**src/rtl/mesc_pkg.sv**
```systemverilog
// Purpose: Shared constants for the metering engine status/config block
// Assumes: Word addresses are engine word addresses; processor byte address = 4x
// Notes: Config field layout and extra word addresses are fixed here
`default_nettype none
package mesc_pkg;
	// ------------------------------------------------------------
	// Engine word addresses
	// ------------------------------------------------------------
	localparam logic [9:0] ADR_RAW_FIRST = 10'h000; // First raw word
	localparam logic [9:0] ADR_RAW_LAST = 10'h00B; // Last raw word
	localparam logic [9:0] ADR_PHA_CUR = 10'h000;
	localparam logic [9:0] ADR_PHA_VOLT = 10'h001;
	localparam logic [9:0] ADR_PHB_CUR = 10'h002;
	localparam logic [9:0] ADR_PHB_VOLT = 10'h003;
	localparam logic [9:0] ADR_PHC_CUR = 10'h004;
	localparam logic [9:0] ADR_PHC_VOLT = 10'h005;
	localparam logic [9:0] ADR_NEUTRAL_CUR = 10'h006;
	localparam logic [9:0] ADR_DIE_TEMP = 10'h00A;
	localparam logic [9:0] ADR_BATTERY = 10'h00B;
	localparam logic [9:0] ADR_PART = 10'h00F;
	localparam logic [9:0] ADR_CONFIG = 10'h020;
	localparam logic [9:0] ADR_SAG_THRESHOLD = 10'h024;
	localparam logic [9:0] ADR_MPU_REAL = 10'h025;
	localparam logic [9:0] ADR_MPU_REACT = 10'h026;
	localparam logic [9:0] ADR_GAIN_TRIM = 10'h027;
	localparam logic [9:0] ADR_STATUS = 10'h080;

	// ------------------------------------------------------------
	// Reset values and identity
	// ------------------------------------------------------------
	localparam logic [31:0] CONFIG_RST = 32'h0000_5020;
	localparam logic [31:0] WORD_RST = 32'h0000_0000;
	localparam logic [7:0] PART_CODE = 8'hA5; // Arbitrary value
	localparam logic [7:0] REVISION = 8'h01; // Arbitrary value

	// ------------------------------------------------------------
	// Config word field positions
	// ------------------------------------------------------------
	localparam int CFG_GAIN8_A = 0;
	localparam int CFG_GAIN8_B = 1;
	localparam int CFG_GAIN8_C = 2;
	localparam int CFG_PULSE_SRC = 3;
	localparam int CFG_TEMP_OWNER = 4;
	localparam int CFG_SAG_PULSE = 5;
	localparam int CFG_PHSEL0 = 6;
	localparam int CFG_PHSEL1 = 7;
	localparam int CFG_CNT_LO = 8;
	localparam int CFG_CNT_HI = 15;
	localparam int CFG_SAGEN_A = 16;
	localparam int CFG_PULSE_SLOW = 19;
	localparam int CFG_PULSE_FAST = 20;

	// ------------------------------------------------------------
	// Status word field positions
	// ------------------------------------------------------------
	localparam int ST_SAG_A = 25;
	localparam int ST_SQUARE_WAVE = 28;

	// Raw memory geometry
	localparam int RAW_AW = 4;
	localparam int RAW_DW = 32;
endpackage
`default_nettype wire

```
**src/rtl/mesc_top.sv**
```systemverilog
// Purpose: Status and configuration words of a metering compute engine
// Assumes: Processor and engine share clk; processor accesses whole words
// Notes: Reads return two cycles after the strobe, marked by mpu_rvalid
`timescale 1ns/100ps
`default_nettype none
module mesc_top (
	input wire logic clk, // 10 MHz clock
	input wire logic nrst, // Async reset, active low
	input wire logic [11:0] mpu_addr, // Processor byte address
	input wire logic mpu_rd, // Read strobe, one cycle
	input wire logic mpu_wr, // Write strobe, one cycle
	input wire logic [31:0] mpu_wdata, // Write data
	output logic [31:0] mpu_rdata, // Read data
	output logic mpu_rvalid, // Read data valid pulse
	input wire logic frame_wr, // Front-end result strobe
	input wire logic [3:0] frame_idx, // Result word index
	input wire logic [31:0] frame_data, // Result value
	input wire logic sample_stb, // One per engine sample
	input wire logic [31:0] volt_a, // Phase A voltage sample, signed
	input wire logic [31:0] volt_b, // Phase B voltage sample, signed
	input wire logic [31:0] volt_c, // Phase C voltage sample, signed
	input wire logic pass_end, // End-of-pass pulse
	input wire logic [31:0] real_energy_sum, // Engine real energy
	input wire logic [31:0] reactive_energy_sum, // Engine reactive energy
	input wire logic [31:0] engine_gain_trim, // Engine computed trim
	output logic [31:0] real_pulse_rate, // Selected real pulse rate
	output logic [31:0] reactive_pulse_rate, // Selected reactive pulse rate
	output logic [31:0] reference_gain_trim, // Trim in use
	output logic [2:0] current_gain8, // Gain-eight select per phase
	output logic [1:0] pll_phase, // Phase steering lock loop
	output logic [1:0] pulse_scale, // Slow and fast scaling
	output logic aux_pulse_output // Sag signalling output
);
	logic [31:0] engine_config_word_r;
	logic [31:0] engine_status_word_r;
	logic [31:0] sag_threshold_r;
	logic [31:0] mpu_real_rate_r;
	logic [31:0] mpu_react_rate_r;
	logic [31:0] trim_r;
	logic [31:0] volt [0:2];
	logic [2:0] sag_flag_r;
	logic [2:0] sag_flag_nxt;
	logic [2:0] sag_seen_r;
	logic fundamental_square_wave_r;
	logic [9:0] word_adr;
	logic rd_raw_r;
	logic rd_pend_r;
	logic [31:0] rd_hold_r;
	logic [31:0] raw_q;
	logic [7:0] sag_sample_count;
	logic [1:0] phase_sel;
	logic [31:0] sel_volt;

	// Byte address to engine word; lane bits ignored for word access
	assign word_adr = mpu_addr[11:2];
	assign sag_sample_count = engine_config_word_r[mesc_pkg::CFG_CNT_HI:mesc_pkg::CFG_CNT_LO];
	assign phase_sel = {engine_config_word_r[mesc_pkg::CFG_PHSEL1],
		engine_config_word_r[mesc_pkg::CFG_PHSEL0]};
	assign volt[0] = volt_a;
	assign volt[1] = volt_b;
	assign volt[2] = volt_c;

	// ------------------------------------------------------------
	// Raw front-end words
	// ------------------------------------------------------------
	// Mapping of channel to word is set by frame_idx wiring only
	mesc_raw_mem u_raw (
		.clk(clk),
		.nrst(nrst),
		.wr_en(frame_wr),
		.wr_idx(frame_idx),
		.wr_data(frame_data),
		.rd_idx(word_adr[3:0]),
		.rd_data(raw_q)
	);

	// ------------------------------------------------------------
	// Processor writes
	// ------------------------------------------------------------
	// Config word, writable any time
	always_ff @(posedge clk or negedge nrst) begin
		if (!nrst) begin
			engine_config_word_r <= mesc_pkg::CONFIG_RST;
		end else if (mpu_wr && word_adr == mesc_pkg::ADR_CONFIG) begin
			engine_config_word_r <= mpu_wdata;
		end
	end

	// Threshold and processor pulse-rate words
	always_ff @(posedge clk or negedge nrst) begin
		if (!nrst) begin
			sag_threshold_r <= mesc_pkg::WORD_RST;
			mpu_real_rate_r <= mesc_pkg::WORD_RST;
			mpu_react_rate_r <= mesc_pkg::WORD_RST;
		end else if (mpu_wr) begin
			if (word_adr == mesc_pkg::ADR_SAG_THRESHOLD) begin
				sag_threshold_r <= mpu_wdata;
			end else if (word_adr == mesc_pkg::ADR_MPU_REAL) begin
				mpu_real_rate_r <= mpu_wdata;
			end else if (word_adr == mesc_pkg::ADR_MPU_REACT) begin
				mpu_react_rate_r <= mpu_wdata;
			end
		end
	end

	// Gain trim: engine owns it unless the owner bit hands it over
	always_ff @(posedge clk or negedge nrst) begin
		if (!nrst) begin
			trim_r <= mesc_pkg::WORD_RST;
		end else if (!engine_config_word_r[mesc_pkg::CFG_TEMP_OWNER]) begin
			if (pass_end) begin
				trim_r <= engine_gain_trim;
			end
		end else if (mpu_wr && word_adr == mesc_pkg::ADR_GAIN_TRIM) begin
			trim_r <= mpu_wdata;
		end
	end

	// ------------------------------------------------------------
	// Sag detection, per phase
	// ------------------------------------------------------------
	// Equal to threshold counts as neither below nor above: flag holds
	for (genvar p = 0; p < 3; p++) begin : g_sag
		logic [31:0] mag;
		logic [7:0] cnt_r;
		logic below;
		logic above;
		assign mag = volt[p][31] ? (32'h0000_0000 - volt[p]) : volt[p];
		assign below = mag < sag_threshold_r;
		assign above = mag > sag_threshold_r;

		// Run length of consecutive low samples, saturating at the count
		always_ff @(posedge clk or negedge nrst) begin
			if (!nrst) begin
				cnt_r <= 8'h00;
			end else if (!engine_config_word_r[mesc_pkg::CFG_SAGEN_A + p]) begin
				cnt_r <= 8'h00;
			end else if (sample_stb) begin
				if (!below) begin
					cnt_r <= 8'h00;
				end else if (cnt_r != sag_sample_count) begin
					cnt_r <= cnt_r + 8'h01;
				end
			end
		end

		// Flag sets on reaching count, clears once above threshold or when the phase is disabled
		always_comb begin
			sag_flag_nxt[p] = sag_flag_r[p];
			if (!engine_config_word_r[mesc_pkg::CFG_SAGEN_A + p]) begin
				sag_flag_nxt[p] = 1'b0;
			end else if (sample_stb && above) begin
				sag_flag_nxt[p] = 1'b0;
			end else if (sample_stb && below && (cnt_r + 8'h01 >= sag_sample_count)) begin
				sag_flag_nxt[p] = 1'b1;
			end
		end
	end

	always_ff @(posedge clk or negedge nrst) begin
		if (!nrst) begin
			sag_flag_r <= 3'h0;
		end else begin
			sag_flag_r <= sag_flag_nxt;
		end
	end

	// ------------------------------------------------------------
	// Fundamental square wave from selected phase
	// ------------------------------------------------------------
	// Sign of the chosen voltage; code 3 falls back to phase A
	assign sel_volt = (phase_sel == 2'h1) ? volt_b :
		(phase_sel == 2'h2) ? volt_c : volt_a;

	always_ff @(posedge clk or negedge nrst) begin
		if (!nrst) begin
			fundamental_square_wave_r <= 1'b0;
		end else if (sample_stb) begin
			fundamental_square_wave_r <= !sel_volt[31];
		end
	end

	// ------------------------------------------------------------
	// Status word, one snapshot per pass
	// ------------------------------------------------------------
	// Whole word loaded at once so a read never mixes two passes
	always_ff @(posedge clk or negedge nrst) begin
		if (!nrst) begin
			engine_status_word_r <= mesc_pkg::WORD_RST;
		end else if (pass_end) begin
			engine_status_word_r <= mesc_pkg::WORD_RST;
			engine_status_word_r[mesc_pkg::ST_SQUARE_WAVE] <= fundamental_square_wave_r;
			// Present flags only, nothing ored from older snapshots
			engine_status_word_r[mesc_pkg::ST_SAG_A +: 3] <= sag_flag_r;
		end
	end

	// ------------------------------------------------------------
	// Aux pulse output
	// ------------------------------------------------------------
	// Toggle once per cycle in which any phase newly detects a sag; a toggle lets either edge interrupt
	always_ff @(posedge clk or negedge nrst) begin
		if (!nrst) begin
			sag_seen_r <= 3'h0;
			aux_pulse_output <= 1'b0;
		end else begin
			sag_seen_r <= sag_flag_r;
			if (engine_config_word_r[mesc_pkg::CFG_SAG_PULSE] &&
				|(sag_flag_r & ~sag_seen_r)) begin
				aux_pulse_output <= !aux_pulse_output;
			end
		end
	end

	// ------------------------------------------------------------
	// Control outputs to the engine datapath
	// ------------------------------------------------------------
	always_ff @(posedge clk or negedge nrst) begin
		if (!nrst) begin
			current_gain8 <= 3'h0;
			pll_phase <= 2'h0;
			pulse_scale <= 2'h0;
			real_pulse_rate <= mesc_pkg::WORD_RST;
			reactive_pulse_rate <= mesc_pkg::WORD_RST;
			reference_gain_trim <= mesc_pkg::WORD_RST;
		end else begin
			current_gain8 <= engine_config_word_r[mesc_pkg::CFG_GAIN8_C:
				mesc_pkg::CFG_GAIN8_A];
			pll_phase <= phase_sel;
			pulse_scale <= {engine_config_word_r[mesc_pkg::CFG_PULSE_FAST],
				engine_config_word_r[mesc_pkg::CFG_PULSE_SLOW]};
			if (engine_config_word_r[mesc_pkg::CFG_PULSE_SRC]) begin
				real_pulse_rate <= mpu_real_rate_r;
				reactive_pulse_rate <= mpu_react_rate_r;
			end else begin
				real_pulse_rate <= real_energy_sum;
				reactive_pulse_rate <= reactive_energy_sum;
			end
			reference_gain_trim <= trim_r;
		end
	end

	// ------------------------------------------------------------
	// Processor reads
	// ------------------------------------------------------------
	// First stage: decode and hold non-raw words; raw memory reads meanwhile
	always_ff @(posedge clk or negedge nrst) begin
		if (!nrst) begin
			rd_pend_r <= 1'b0;
			rd_raw_r <= 1'b0;
			rd_hold_r <= mesc_pkg::WORD_RST;
		end else begin
			rd_pend_r <= mpu_rd;
			rd_raw_r <= 1'b0;
			rd_hold_r <= mesc_pkg::WORD_RST;
			if (mpu_rd) begin
				if (word_adr <= mesc_pkg::ADR_NEUTRAL_CUR || word_adr == mesc_pkg::ADR_DIE_TEMP ||
					word_adr == mesc_pkg::ADR_BATTERY) begin
					rd_raw_r <= 1'b1;
				end else if (word_adr == mesc_pkg::ADR_PART) begin
					rd_hold_r <= {16'h0000, mesc_pkg::PART_CODE, mesc_pkg::REVISION};
				end else if (word_adr == mesc_pkg::ADR_CONFIG) begin
					rd_hold_r <= engine_config_word_r;
				end else if (word_adr == mesc_pkg::ADR_SAG_THRESHOLD) begin
					rd_hold_r <= sag_threshold_r;
				end else if (word_adr == mesc_pkg::ADR_MPU_REAL) begin
					rd_hold_r <= mpu_real_rate_r;
				end else if (word_adr == mesc_pkg::ADR_MPU_REACT) begin
					rd_hold_r <= mpu_react_rate_r;
				end else if (word_adr == mesc_pkg::ADR_GAIN_TRIM) begin
					rd_hold_r <= trim_r;
				end else if (word_adr == mesc_pkg::ADR_STATUS) begin
					rd_hold_r <= engine_status_word_r;
				end
			end
		end
	end

	// Second stage: registered answer
	always_ff @(posedge clk or negedge nrst) begin
		if (!nrst) begin
			mpu_rdata <= mesc_pkg::WORD_RST;
			mpu_rvalid <= 1'b0;
		end else begin
			mpu_rvalid <= rd_pend_r;
			if (rd_pend_r) begin
				mpu_rdata <= rd_raw_r ? raw_q : rd_hold_r;
			end
		end
	end
endmodule
`default_nettype wire

```
**src/rtl/mesc_raw_mem.sv**
```systemverilog
// Purpose: Small word store for filtered front-end results
// Assumes: One write port and one read port on the same clock
// Notes: Read data is registered, one cycle after the read address
`timescale 1ns/100ps
`default_nettype none
module mesc_raw_mem (
	input wire logic clk, // Clock
	input wire logic nrst, // Async reset, active low
	input wire logic wr_en, // Write strobe
	input wire logic [mesc_pkg::RAW_AW-1:0] wr_idx, // Write index
	input wire logic [mesc_pkg::RAW_DW-1:0] wr_data, // Write data
	input wire logic [mesc_pkg::RAW_AW-1:0] rd_idx, // Read index
	output logic [mesc_pkg::RAW_DW-1:0] rd_data // Registered read data
);
	logic [mesc_pkg::RAW_DW-1:0] mem_r [0:(1<<mesc_pkg::RAW_AW)-1];

	// ------------------------------------------------------------
	// Storage; words read zero until first frame lands
	// ------------------------------------------------------------
	always_ff @(posedge clk or negedge nrst) begin
		if (!nrst) begin
			for (int i = 0; i < (1<<mesc_pkg::RAW_AW); i++) begin
				mem_r[i] <= mesc_pkg::WORD_RST;
			end
		end else if (wr_en) begin
			mem_r[wr_idx] <= wr_data;
		end
	end

	// Registered read port
	always_ff @(posedge clk or negedge nrst) begin
		if (!nrst) begin
			rd_data <= mesc_pkg::WORD_RST;
		end else begin
			rd_data <= mem_r[rd_idx];
		end
	end
endmodule
`default_nettype wire

```
**config.mk**
```make
export PLATFORM = sky130hd
export DESIGN_NAME = mesc_top
export DESIGN_NICKNAME = d
export VERILOG_FILES = /design/src/rtl/mesc_pkg.sv /design/src/rtl/mesc_top.sv /design/src/rtl/mesc_raw_mem.sv
export SDC_FILE = /design/constraint.sdc
export NUM_CORES = 2
export LEC_CHECK = 0
export ABC_AREA = 0
export BUFFER_PORTS_ARGS = -buffer_cell sky130_fd_sc_hd__buf_2
export CAP_MARGIN = 20
export CORE_ASPECT_RATIO = 1.4
export CORE_MARGIN = 4
export CORE_UTILIZATION = 54
export CTS_CLUSTER_SIZE = 25
export DETAILED_ROUTE_END_ITERATION = 12
export PLACE_DENSITY_LB_ADDON = 0.1
export RECOVER_POWER = 50
export SLEW_MARGIN = 0
export SYNTH_ARGS = -nofsm -noshare
export SYNTH_HDL_FRONTEND = slang
export SYNTH_SLANG_ARGS = --single-unit
```
**constraint.sdc**
```tcl
create_clock -name clk -period 2.4 [get_ports clk]
set_input_delay 0.48 -clock clk [delete_from_list [all_inputs] [get_ports clk]]
set_output_delay 0.48 -clock clk [all_outputs]
set_load 0.03 [all_outputs]
```
==> results.tsv <==
metric	value	unit
antenna_found_initial	20	
rsz0062_at_grt	yes	
first_pass_iters	5	
vias_per_cell	5.98	
post_synth_num_cell_types	62	
finClkSkew	0.0209	ns
fp-row-count	122	
cts_tree	done	
hold_class	input port to flip-flop	
clk_pin_slew	0.06	ns
synth_ff_type	dfrtp_1	
vias	29700	
clkSinkCount	910	
pin_count	416	
final_util	67.9	%
fin_tns_setup	-34.81	ns
routed_wl	135000	um
worst_pin_slew	1.47	ns
htreeDepth	3	
fin_nets	4233	
ant_nets	0	
yosysSeqAreaShare	52.5	%
die-area	0.0851	sq mm
outcome	complete, but fails checks	
drv_slew	0	
clk_latency	0.66	ns
netlist_area	0.0434	sq mm
relSlewSlack	1.72	%
synth_nets	3510	
vdd_drop_max	0.754	mV
pre_cts_ws	-2.34	ns
grt_pass1_vias	32500	
post_synth.cell_area_avg	14.0	sq um
powerDensity	763	mW/mm^2
crit_top_cell	buf_6	
max_freq	253	MHz
fp.coreArea	0.0794	sq mm
cap_violations	0	
n_fill_cell	5812	
grt_pass1_wl	203000	um
grt_max_degree	85	
fin_ws	-1.56	ns
drive_gt1_share	51.1	%
max_stage_delay	0.59	ns
postSynthCellCount	3105	
areaGrowthSynthToFinish	24.1	%
p_leak	24.2	nW
synth-seq-cells	910	
fin_crit_sh	165	%
start_util	54.7	%
synth_enable_flop_cells	0	
numCtsBuffers	89	
io_buffers	413	
required	2.93	ns
crit_chain	buf_6 -> or3_4 -> buf_6 -> or4b_4 -> or3_4 -> nand2b_4 -> nand2b_4 -> o41ai_4 -> xnor2_1 -> ha_1 -> nand4_1 -> nor3_2 -> nand4_1 -> buf_6 -> buf_6 -> nor2_4 -> buf_6 -> o32ai_4 -> mux2_4	
wire_per_inst	27.2	um
min_period	3.96	ns
worstPathMaxFanout	8	
arrival	4.49	ns
end_kind	flip-flop	
holdWs	0.0604	ns
grt.overflow.total	0	
chipWidth	248	um
drt_iter0_markers	1943	
setup_violations	28	
cp_slowest_cell	or4b_4	
crit_family	simple AND/OR/NAND/NOR gates	
violations	setup timing	
hpwl	95300	um
die_y	343	um
route.detailed.drc	0	
synth-async-reset-ratio	100	%
critical_path_class	input port to flip-flop	
crit_buf_inv	5	
yosys_warnings	0	
grt_util_all_layers	31.9	%
cts-root-buf	clkbuf_16	
place_congestion	0.958	
cts_buffer_depth	3	
critPathLaunchType	input port	
finalHoldViolCount	0	
-- metal layers --
metal  wire length (um)  global-route usage, %
met1              52300                   40.0
met2              68600                   54.8
met3               8420                   6.36
met4               5470                   12.7
met5                 76                      0
-- cell usage after synthesis (all sizes together) (4+ instances only) --
library cell	instances	area share (%)
xor2	20	0.40
a2111oi	4	0.081
and2	4	0.058
clkbuf	158	1.4
a32o	5	0.12
a21oi	94	1.1
mux2i	68	1.6
nand2b	26	0.43
o21ai	93	1.1
a22o	8	0.16
nor3	16	0.18
o31ai	28	0.48
nand4	24	0.35
inv	60	0.52
a22oi	34	0.59
o22ai	4	0.058
dfrtp	907	52
mux2	710	18
ha	126	3.6
or4	15	0.28
xnor2	104	2.1
nor2	91	0.79
o41ai	16	0.37
nor2b	8	0.12
nor4	17	0.28
a221oi	4	0.081
nand3b	5	0.086
buf	45	0.43
a21o	11	0.19
and3	7	0.10
or2	7	0.10
nand2	116	1.0
nor3b	4	0.069
mux4	188	9.8
or3	13	0.24
a211oi	4	0.069
nand3	31	0.36
o211ai	4	0.069
-- placed cells by master, fill, tap and decap left out, types with 11 or more instances in the layout --
cell type | netlist | final
a21o_1 | 11 | 11
a21oi_1 | 94 | 87
a22oi_1 | 34 | 32
buf_12 | 0 | 38
buf_2 | 6 | 404
buf_4 | 3 | 319
buf_6 | 0 | 30
bufinv_16 | 0 | 14
clkbuf_1 | 157 | 25
clkbuf_16 | 0 | 91
clkbuf_2 | 1 | 23
clkbuf_8 | 0 | 18
clkinv_2 | 0 | 11
dfrtp_1 | 907 | 904
diode_2 | 0 | 12
ha_1 | 126 | 125
inv_1 | 60 | 60
mux2_2 | 710 | 676
mux2_4 | 0 | 34
mux2i_1 | 68 | 68
mux4_2 | 188 | 188
nand2_1 | 116 | 110
nand2b_1 | 23 | 22
nand3_1 | 31 | 25
nand4_1 | 24 | 24
nor2_1 | 91 | 77
nor2_4 | 0 | 12
nor3_1 | 16 | 11
nor4_1 | 16 | 12
o21ai_0 | 93 | 78
o21ai_1 | 0 | 11
o31ai_1 | 28 | 18
xnor2_1 | 104 | 100
xor2_1 | 20 | 20
-- flip-flops by register name, indices dropped and copies added, names as in the netlist, 2 cells and up --
signal                count
u_raw.mem_r             512
g_sag.cnt_r              24
pll_phase                 2
engine_status_word_r      4
trim_r                   32
mpu_react_rate_r         32
real_pulse_rate          32
u_raw.rd_data            32
sag_seen_r                3
rd_hold_r                32
mpu_rdata                32
pulse_scale               2
engine_config_word_r     32
reference_gain_trim      32
mpu_real_rate_r          32
sag_flag_r                3
current_gain8             3
sag_threshold_r          32
reactive_pulse_rate      32
-- power by group --
| part | internal, mW | switching (mW) |
|---|---|---|
| Clock | 9.09 | 6.18 |
| Sequential | 17.8 | 1.25 |
| Combinational | 3.84 | 3.01 |
| Total | 30.7 | 10.4 |
-- cell type report --
cell class,count,area (sq um),area share (%)
diodes,12,30.0,0.0557
repair buffers,835,5790,10.7
multi-input cells,1932,20500,38.1
clock inverters,37,599,1.11
well taps,1054,1320,2.45
flip-flops and latches,910,22800,42.3
inverters,60,225,0.418
clock buffers,128,2600,4.82
-- path summary, 6_finish.rpt --
path	start	to	slack [ns]	cells after the start
max in group asynchronous	nrst	engine_config_word_r[14]	0.10	4
min reg2reg	engine_config_word_r[2]	current_gain8[2]	0.40	0
min in group asynchronous	nrst	u_raw.mem_r[117]	0.61	2
max	volt_b[2]	g_sag[1].cnt_r[0]	-1.56	19
min	real_energy_sum[23]	real_pulse_rate[23]	0.06	2
max reg2reg	sag_threshold_r[15]	g_sag[2].cnt_r[5]	-0.35	11
-- cells by family (layout without fill, tap and decap cells) --
| logic type | count (synthesis) | in the layout | share of synthesized area [%] |
|---|---|---|---|
| AO/OA/AOI/OAI | 322 | 322 | 4.69 |
| XOR/XNOR | 124 | 124 | 2.50 |
| adder cells (fa/ha/maj) | 126 | 126 | 3.63 |
| buffers and inverters | 263 | 1060 | 2.32 |
| flip-flops | 910 | 910 | 52.5 |
| multiplexers | 966 | 966 | 29.7 |
| other | 0 | 12 | 0 |
| AND/OR/NAND/NOR | 394 | 394 | 4.65 |
-- stage by stage --
stage	total power [mW]	cells	instance area [sq um]
finish	41.1	4968	53900
CTS	41.4	4947	53900
floorplan	23.2	3105	43800
global placement	25.5	4769	50200
detailed placement	26.0	4770	50200
global route	42.8	4961	53900
-- repair_timing --
item	4_1_cts	5_1_grt
hold endpoints to repair	25	0
hold buffers	2	0
setup endpoints to repair	27	27
gates resized for setup	70	46
buffers inserted	14	11
pin swaps	49	39
No activity file was read; power rests on OpenSTA's default activity.
